File: src/core/lcu_pkg.sv
/*
 * Shared constants and types for the upper link-capability fields.
 * Assumes a 32-bit classic Wishbone register bus with byte addresses.
 */
package lcu_pkg;

  localparam int LCU_ADR_W = 8;
  localparam logic [LCU_ADR_W-1:0] LCU_OFF_LINK_CAP = 8'h4C;
  localparam logic [LCU_ADR_W-1:0] LCU_OFF_LOCK_CTRL = 8'h80;

  localparam int LCU_PM_LSB = 10;
  localparam int LCU_L0S_LSB = 12;
  localparam int LCU_L1_LSB = 15;
  localparam int LCU_REFCLK_BIT = 18;
  localparam int LCU_SDR_BIT = 19;
  localparam int LCU_LAR_BIT = 20;
  localparam int LCU_BWN_BIT = 21;
  localparam int LCU_RSV_LSB = 22;
  localparam int LCU_PORT_LSB = 24;
  localparam int LCU_LOCK_BIT = 0;

  localparam logic [1:0] LCU_PM_RST = 2'h3;
  localparam logic [2:0] LCU_L0S_RST = 3'h6;
  localparam logic [2:0] LCU_L1_RST = 3'h2;
  localparam logic LCU_REFCLK_RST = 1'h0;
  localparam logic LCU_LOCK_RST = 1'h0;

  localparam int LCU_PORT_MAX = 23;

  // Exit latencies as reported; the hardware exit time is informational.
  localparam int LCU_CLK_PS = 4000;
  localparam int LCU_L0S_EXIT_PS = 2040000;
  localparam int LCU_L0S_EXIT_CYC = LCU_L0S_EXIT_PS / LCU_CLK_PS;

  // Writable fields in bit order 18:10 of the capability word.
  typedef struct packed {
    logic refclkRemovalOkBit;
    logic [2:0] l1ExitLatencyField;
    logic [2:0] l0sExitLatencyField;
    logic [1:0] pmSupportField;
  } lcu_fields_t;

  localparam lcu_fields_t LCU_FIELDS_RST = '{
    refclkRemovalOkBit: LCU_REFCLK_RST,
    l1ExitLatencyField: LCU_L1_RST,
    l0sExitLatencyField: LCU_L0S_RST,
    pmSupportField: LCU_PM_RST
  };

endpackage

File: src/core/lcu_field_if.sv
/*
 * Carrier between the bus front end and the field store.
 * Assumes both ends run on mclk.
 */
`timescale 1ns/1ps
interface lcu_field_if;
  import lcu_pkg::*;

  logic wrEn;
  lcu_fields_t wrVal;
  lcu_fields_t curVal;

  modport store (input wrEn, input wrVal, output curVal);
  modport ctrl (output wrEn, output wrVal, input curVal);
endinterface

File: src/core/lcu_field_store.sv
/*
 * Holds the writable capability fields with their reset values.
 * Assumes the writer has already merged byte lanes and applied the lock.
 */
`timescale 1ns/1ps
module lcu_field_store (
  input wire logic mclk,
  input wire logic resetn,
  lcu_field_if.store fld
);
  import lcu_pkg::*;

  lcu_fields_t fields_r;
  lcu_fields_t fields_nxt;

  always_comb begin
    fields_nxt = fields_r;
    if (fld.wrEn) begin
      fields_nxt = fld.wrVal;
    end
  end

  always_ff @(posedge mclk or negedge resetn) begin
    if (!resetn) begin
      fields_r <= LCU_FIELDS_RST;
    end else begin
      fields_r <= fields_nxt;
    end
  end

  assign fld.curVal = fields_r;

endmodule

File: src/core/lcu_top.sv
/*
 * Upper link-capability fields of one switch port behind a classic
 * Wishbone slave, plus a write-lock control register.
 * Assumes a single-cycle classic master on mclk and an active-low reset.
 */
// Local design decisions: the register addresses and the Wishbone interface to the registers.
`timescale 1ns/1ps
module lcu_top #(
  parameter int unsigned PORT_INDEX = 0
) (
  input wire logic mclk,
  input wire logic resetn,
  input wire logic wb_cyc_i,
  input wire logic wb_stb_i,
  input wire logic wb_we_i,
  input wire logic [lcu_pkg::LCU_ADR_W-1:0] wb_adr_i,
  input wire logic [3:0] wb_sel_i,
  input wire logic [31:0] wb_dat_i,
  output logic [31:0] wb_dat_o,
  output logic wb_ack_o,
  output logic [1:0] pmSupportField,
  output logic [2:0] l0sExitLatencyField,
  output logic [2:0] l1ExitLatencyField,
  output logic refclkRemovalOkBit
);
  import lcu_pkg::*;

  localparam logic [7:0] PORT_IDX = 8'(PORT_INDEX);

  lcu_field_if fld ();

  lcu_field_store u_store (
    .mclk(mclk),
    .resetn(resetn),
    .fld(fld)
  );

  //////////////////////////////////////////////////////////////////////////
  // Bus decode and read word.

  logic req;
  logic hitCap;
  logic hitLock;
  logic [31:0] laneMask;
  logic [31:0] capWord;
  logic [31:0] mergedCap;

  logic ack_r;
  logic ack_nxt;
  logic [31:0] dat_r;
  logic [31:0] dat_nxt;
  logic lock_r;
  logic lock_nxt;
  logic wrSeen_r;
  logic wrSeen_nxt;

  assign req = wb_cyc_i && wb_stb_i;
  assign hitCap = (wb_adr_i == LCU_OFF_LINK_CAP);
  assign hitLock = (wb_adr_i == LCU_OFF_LOCK_CTRL);

  always_comb begin
    laneMask = {{8{wb_sel_i[3]}}, {8{wb_sel_i[2]}},
                {8{wb_sel_i[1]}}, {8{wb_sel_i[0]}}};
    capWord = 32'h0000_0000;
    capWord[LCU_REFCLK_BIT:LCU_PM_LSB] = fld.curVal;
    capWord[LCU_SDR_BIT] = 1'b0;
    capWord[LCU_LAR_BIT] = 1'b0;
    capWord[LCU_BWN_BIT] = 1'b0;
    capWord[LCU_RSV_LSB+1:LCU_RSV_LSB] = 2'h0;
    capWord[LCU_PORT_LSB+7:LCU_PORT_LSB] = PORT_IDX;
    mergedCap = (capWord & ~laneMask) | (wb_dat_i & laneMask);
  end

  //////////////////////////////////////////////////////////////////////////
  // Wishbone answer, write lock and field writes.

  // The write lands on the edge where ack is high, as the master expects.
  always_comb begin
    ack_nxt = req && !ack_r;
    dat_nxt = 32'h0000_0000;
    lock_nxt = lock_r;
    wrSeen_nxt = wrSeen_r;
    fld.wrEn = 1'b0;
    fld.wrVal = fld.curVal;
    if (req && !ack_r && !wb_we_i) begin
      if (hitCap) begin
        dat_nxt = capWord;
      end else if (hitLock) begin
        dat_nxt[LCU_LOCK_BIT] = lock_r;
      end
    end
    if (req && ack_r && wb_we_i) begin
      if (hitLock && wb_sel_i[0]) begin
        lock_nxt = wb_dat_i[LCU_LOCK_BIT];
      end
      if (hitCap && !lock_r) begin
        // Only bits 18:10 are stored, so writes to 31:19 fall away.
        fld.wrEn = 1'b1;
        fld.wrVal = mergedCap[LCU_REFCLK_BIT:LCU_PM_LSB];
        wrSeen_nxt = 1'b1;
      end
    end
  end

  always_ff @(posedge mclk or negedge resetn) begin
    if (!resetn) begin
      ack_r <= 1'b0;
      dat_r <= 32'h0000_0000;
      lock_r <= LCU_LOCK_RST;
      wrSeen_r <= 1'b0;
    end else begin
      ack_r <= ack_nxt;
      dat_r <= dat_nxt;
      lock_r <= lock_nxt;
      wrSeen_r <= wrSeen_nxt;
    end
  end

  assign wb_ack_o = ack_r;
  assign wb_dat_o = dat_r;
  assign pmSupportField = fld.curVal.pmSupportField;
  assign l0sExitLatencyField = fld.curVal.l0sExitLatencyField;
  assign l1ExitLatencyField = fld.curVal.l1ExitLatencyField;
  assign refclkRemovalOkBit = fld.curVal.refclkRemovalOkBit;

  //////////////////////////////////////////////////////////////////////////
  // Assertions and covers.

  logic [LCU_ADR_W-1:0] adrAtReq_r;
  logic weAtReq_r;

  always_ff @(posedge mclk or negedge resetn) begin
    if (!resetn) begin
      adrAtReq_r <= '0;
      weAtReq_r <= 1'b0;
    end else begin
      adrAtReq_r <= wb_adr_i;
      weAtReq_r <= wb_we_i;
    end
  end

  logic capRdAck;
  assign capRdAck = ack_r && !weAtReq_r && (adrAtReq_r == LCU_OFF_LINK_CAP);

  property p_pm_reset;
    @(posedge mclk) disable iff (!resetn)
      !wrSeen_r |-> pmSupportField == 2'h3;
  endproperty
  a_pm_reset: assert property (p_pm_reset)
    else $error("Support field left its reset value without a write.");

  property p_pm_write;
    @(posedge mclk) disable iff (!resetn)
      (req && ack_r && wb_we_i && hitCap && !lock_r && wb_sel_i[1])
      |=> pmSupportField == $past(wb_dat_i[11:10]);
  endproperty
  a_pm_write: assert property (p_pm_write)
    else $error("Support field did not take the written value.");

  property p_l0s_reset;
    @(posedge mclk) disable iff (!resetn)
      !wrSeen_r |-> l0sExitLatencyField == 3'h6;
  endproperty
  a_l0s_reset: assert property (p_l0s_reset)
    else $error("L0s latency field is not 6 before any write.");

  property p_l1_reset;
    @(posedge mclk) disable iff (!resetn)
      !wrSeen_r |-> l1ExitLatencyField == 3'h2 && capWord[17:15] == 3'h2;
  endproperty
  a_l1_reset: assert property (p_l1_reset)
    else $error("L1 latency field is not 2 before any write.");

  property p_refclk_reset;
    @(posedge mclk) disable iff (!resetn)
      !wrSeen_r |-> !refclkRemovalOkBit;
  endproperty
  a_refclk_reset: assert property (p_refclk_reset)
    else $error("Clock removal bit is set before any write.");

  property p_sdr_zero;
    @(posedge mclk) disable iff (!resetn)
      capRdAck |-> !wb_dat_o[19];
  endproperty
  a_sdr_zero: assert property (p_sdr_zero)
    else $error("Surprise-down bit read as one.");

  property p_lar_zero;
    @(posedge mclk) disable iff (!resetn)
      capRdAck |-> !wb_dat_o[20];
  endproperty
  a_lar_zero: assert property (p_lar_zero)
    else $error("Link-active reporting bit read as one.");

  property p_bwn_zero;
    @(posedge mclk) disable iff (!resetn)
      capRdAck |-> !wb_dat_o[21];
  endproperty
  a_bwn_zero: assert property (p_bwn_zero)
    else $error("Bandwidth notification bit read as one.");

  property p_port_index;
    @(posedge mclk) disable iff (!resetn)
      capRdAck |-> wb_dat_o[31:24] == PORT_IDX && PORT_INDEX <= 23;
  endproperty
  a_port_index: assert property (p_port_index)
    else $error("Port index field does not match the port.");

  property p_rsv_zero;
    @(posedge mclk) disable iff (!resetn)
      capRdAck |-> wb_dat_o[23:22] == 2'h0;
  endproperty
  a_rsv_zero: assert property (p_rsv_zero)
    else $error("Reserved bits read as nonzero.");

  property p_lock_holds;
    @(posedge mclk) disable iff (!resetn)
      (req && ack_r && wb_we_i && hitCap && lock_r) |=> $stable(fld.curVal);
  endproperty
  a_lock_holds: assert property (p_lock_holds)
    else $error("Locked capability fields changed on a write.");

  property p_ack_one;
    @(posedge mclk) disable iff (!resetn)
      (req && !ack_r) |=> ack_r ##1 !ack_r;
  endproperty
  a_ack_one: assert property (p_ack_one)
    else $error("Ack is not a single cycle one edge after request.");

  c_cap_read: cover property (@(posedge mclk) disable iff (!resetn)
    capRdAck);
  c_cap_write: cover property (@(posedge mclk) disable iff (!resetn)
    fld.wrEn);
  c_locked_write: cover property (@(posedge mclk) disable iff (!resetn)
    req && ack_r && wb_we_i && hitCap && lock_r);

endmodule

File: config.mk
export PLATFORM = sky130hd
export DESIGN_NAME = lcu_top
export DESIGN_NICKNAME = d
export VERILOG_FILES = /design/src/core/lcu_pkg.sv /design/src/core/lcu_field_if.sv /design/src/core/lcu_field_store.sv /design/src/core/lcu_top.sv
export SDC_FILE = /design/constraint.sdc
export NUM_CORES = 1
export LEC_CHECK = 0
export BUFFER_PORTS_ARGS = -buffer_cell sky130_fd_sc_hd__buf_4
export CAP_MARGIN = 20
export CORE_MARGIN = 4
export CORE_UTILIZATION = 36
export DETAILED_ROUTE_END_ITERATION = 10
export PLACE_DENSITY = 0.78
export SYNTH_ARGS = -nofsm -noshare
export SYNTH_HDL_FRONTEND = slang
export SYNTH_SLANG_ARGS = --single-unit
export TNS_END_PERCENT = 50
File: constraint.sdc
create_clock -name mclk -period 1.95 [get_ports mclk]
set_input_delay 0.2925 -clock mclk [delete_from_list [all_inputs] [get_ports mclk]]
set_output_delay 0.2925 -clock mclk [all_outputs]
set_load 0.03 [all_outputs]
### Yosys cells after proc, flatten, opt, wreduce, memory -nomap -nowiden

Cells that the tools add are included.

* bits in registers: 43
* latch bits: 0
* RAM bits: 0
* ROM bits: 0
* output and inout bits: 42
* word-level logic and storage cells: 31
* memories kept: 0

* $add $sub $neg: 0
* $mul: 0
* divide/modulo/power cells: 0
* magnitude comparators: 0
* equality and inequality tests: 2
* shifts and indexed selects: 0
* muxes and demuxes: 6
* bitwise gates (word level): 4
* reductions and logical operators: 12

Operators by type and width (count)
* bitwise AND 19 bit: 2
* 2-to-1 mux 32 bit: 1
* inverter 19 bit: 1
* bitwise OR 19 bit: 1
* 2-to-1 mux 18 bit: 1
* equality test 8 x 7 -> 1 bit, second input constant: 1
* equality test 8 bit, second input constant: 1
* logical AND 1 bit: 7
* 2-to-1 mux 1 bit: 4
* logical NOT 1 bit: 3
* AND reduction 3 bit: 1
* AND reduction 2 bit: 1

### Logic depth before layout (Yosys ltp)

* depth after elaboration: 5
* gate-level depth with buffers: 3
* depth with buffers taken out: 3

### By module

Synthesis repeated with hierarchy kept, for this count alone.

* cells, all modules: 91
* area total of the unflattened synthesis: 1158.6 µm²

By module, submodules not included
* lcu_top: instances 1, cells each 72, area an instance 780.7 µm², sequential area each 300.3 µm²
* lcu_field_store: instances 1, cells each 19, area an instance 377.9 µm², sequential area each 231.5 µm²

### Least setup slack after synthesis

OpenSTA, ideal clock, no wires.

* path kind: input -> register
* from: input port wb_adr_i[1] in the netlist's numbering
* to: register (tool-made name)
* setup time: 0.125 ns
* arrival: 1.665 ns
* path slack: 0.160 ns
* stages: 3
* buffers on the path: 0
* cells stage by stage: or4_4 -> nor4_4 -> mux2_2

RTL lines
* start: declaration: line lcu_top.sv:16 `input wire logic [lcu_pkg::LCU_ADR_W-1:0] wb_adr_i,`

==> summary.txt <==
Status
  • Status: finished, final reports clean

Synthesis
  • Compound-Gate Fraction of Synth Area: 0%
  • Syn_area_per_cell: 12.7 sq um
  • Post-synthesis mux area share: 11.2%
  • Ys flop type: dfrtp_1
  • FFs w/ async S/R, synth: 100%
  • Ys Warns: 0
  • Post-synthesis sequential area ratio: 52.9%
  • Synthesized instance count: 79
  • Synth cell types: 18
  • Main combinational cell family by area after synthesis: simple AND/OR/NAND/NOR gates
  • Register bit total from synthesis: 21
  • Synth Area in Adders: 0%
  • Post-Synthesis Cell Area: 1000 sq um
  • EDFF count, synth: 0
  • Area share of xor/xnor cells in the synthesized design: 0%
  • Synth Area in Simple Gates: 18.3%

Die
  • Row count: 18
  • Core area: 2570 sq um
  • Die Y-Extent: 60.8 microns
  • Initial Util: 39.1%
  • IO Pins: 91
  • Die area: 3700 sq um
  • Die X: 60.8 microns

Clock tree
  • Clock Sinks: 21
  • Max clock buf depth: 2
  • Total CTS buffers: 3
  • Clk pin slew, worst setup/hold paths: 120 ps
  • CTS root buffer: clkbuf_4
  • CTS tree: done
  • Max H-tree Level: 1
  • Post-cts gate resize count: 0
  • Worst-Skew Late Latency: 300 ps

Global routing
  • Largest net degree at the start of global routing: 22
  • Wire length of the first global-routing pass: 2.93 mm
  • Via count of the first global-routing pass: 663
  • Remaining Overflow, GRT: 0
  • Initial antenna violation count: 0
  • Tot GR Track Use: 10.8%

Power
  • Switch Pwr: 215 uW
  • Reg power frac: 57.1%
  • Clock share of power: 27.1%
  • Worst VDD drop: 0.355 mV
  • Comb pwr share: 15.8%
  • Sw frac: 28.0%
  • Pleak: 0.000729 uW
  • Overall power: 768 uW
  • Internal power: 553 uW
  • Power per cell area: 571 nW/um^2

Drt
  • Residual DRC: 0
  • DR WL/cell: 12.4 microns
  • Starting DRT DRC Count: 19
  • Initial DRT Pass Iterations: 5
  • Antenna Nets Post-Route: 0
  • Routed WL: 1.98 mm
  • Post-DR vias/cell: 4.26
  • DR vias: 682

Timing
  • RSZ-0062 raised after global routing: false
  • Fin Setup TNS: 0 ps
  • Final Hold Viols: 0
  • Final Max Slew Viols: 0
  • Period utilisation layout: 81.4%
  • Fmax: 630 MHz
  • Fin crit period: 1590 ps
  • Final Skew: 5.12 ps
  • Final-report setup violation count: 0

Critical path
  • Reg2Reg Depth: 4
  • CP Class: in -> reg
  • Worst endpoint required time: 2160 ps
  • Startpoint types: input port
  • Worst-path fanout max: 6
  • Setup crit end kind: flop
  • Crit. Startpoint: wb_adr_i[1]
  • Reg2reg setup slack: 370 ps
  • Reg2reg start: wb_ack_o$_DFF_PN0_
  • Critical Path AT: 1790 ps

Final layout
  • Most frequent cells in the layout: 47 x buf_4, 22 x conb_1, 16 x dfrtp_1, 10 x mux2_2, 9 x and2_1
  • FF/Latch Area: 532 sq um
  • Commonest non-fill, non-tap cell in the layout: buf_4
  • Ant. Diodes: 0
  • Layout Cells excl Fill: 160
  • Area growth from synthesis to layout: 34.0%
  • Area of the multi-input gates: 379 sq um
  • Share of layout cells above drive strength 1: 53.8%
  • Final Util: 52.4%
  • Layout Nets: 180
  • FILL cells: 232

Run
  • Max-Cap Viols: 0

Placement
  • Number of port buffers: 45
  • Placed cells: 155
  • Final GP Congestion: 0.796
  • DP HPWL: 1.65 mm

Min path
  • Hold crit path type: in -> reg
[how the worst min path moves through the flow]
stage / from / cells past startpoint / slack [ps] / end
floorplan: resetn / 0 / -3 / async pin
global placement: resetn / 1 / 180 / wb_dat_o[13]$_DFF_PN0_
detailed placement: resetn / 1 / 190 / wb_dat_o[10]$_DFF_PN0_
CTS: wb_stb_i / 3 / 190 / wb_ack_o$_DFF_PN0_
global route: wb_stb_i / 3 / 180 / wb_ack_o$_DFF_PN0_
finish: wb_stb_i / 3 / 200 / wb_ack_o$_DFF_PN0_
[worst max-delay path, stage by stage]
cell and delay [ps]:
buf_4 110, or4_4 590, nor4_4 280, buf_4 190, mux2_2 330
[layer usage]
layer / global-route usage [%] / share of wire, % / vias up
met2: 18.6 / 50 / 40
li1: - / - / 320
met4: 5.57 / 1.3 / 0
met1: 11.6 / 36 / 318
met5: 0 / 0 / -
met3: 3.62 / 13 / 4
[power by group through the flow]
| stage | logic [uW] | clock network, uW | registers, uW |
|---|---|---|---|
| CTS | 121 | 219 | 439 |
| detailed placement | 119 | 0 | 447 |
| global route | 130 | 236 | 439 |
| floorplan | 99.2 | 0 | 450 |
| finish | 121 | 208 | 439 |
| global placement | 117 | 0 | 447 |
[layout make-up]
type	instances	share of cell area, %
clock buffers	3	1.67
clock inverters	1	0.372
inverters	2	0.558
multi-input cells	55	28.2
flip-flops and latches	21	39.5
well taps	30	2.79
repair buffers	48	27.0
[per-stage QoR]
| stage | worst slack (ps) | hold WS (ps) | instance area [sq um] |
|---|---|---|---|
| 3_5_place_dp | 26.5 | 186 | 1310 |
| 3_3_place_gp | 26.8 | 181 | 1310 |
| 5_1_grt | 282 | 180 | 1350 |
| 2_1_floorplan | 160 | -3.09 | 1080 |
| 6_report | 363 | 204 | 1350 |
| 4_1_cts | 363 | 190 | 1350 |
[Yosys cell counts, drive strengths merged, types with 2 or more instances]
cell     n  area (sq um)
and2     9          56.3
buf     22           165
dfrtp   16           400
dfstp    5           131
inv      2          7.51
mux2    10           113
nand2b   2          12.5
nor4     4          55.1
[cell families after synthesis]
family / after synthesis
buf+inv: 24
simple gates: 23
flops: 21
mux: 10
other cells: 1
[what timing repair did]
item | CTS | global route
endpoints found under the hold margin | 16 | 0
hold buffers | 1 | 0
buffers inserted | 0 | 0
No activity file was read; power rests on OpenSTA's default activity.
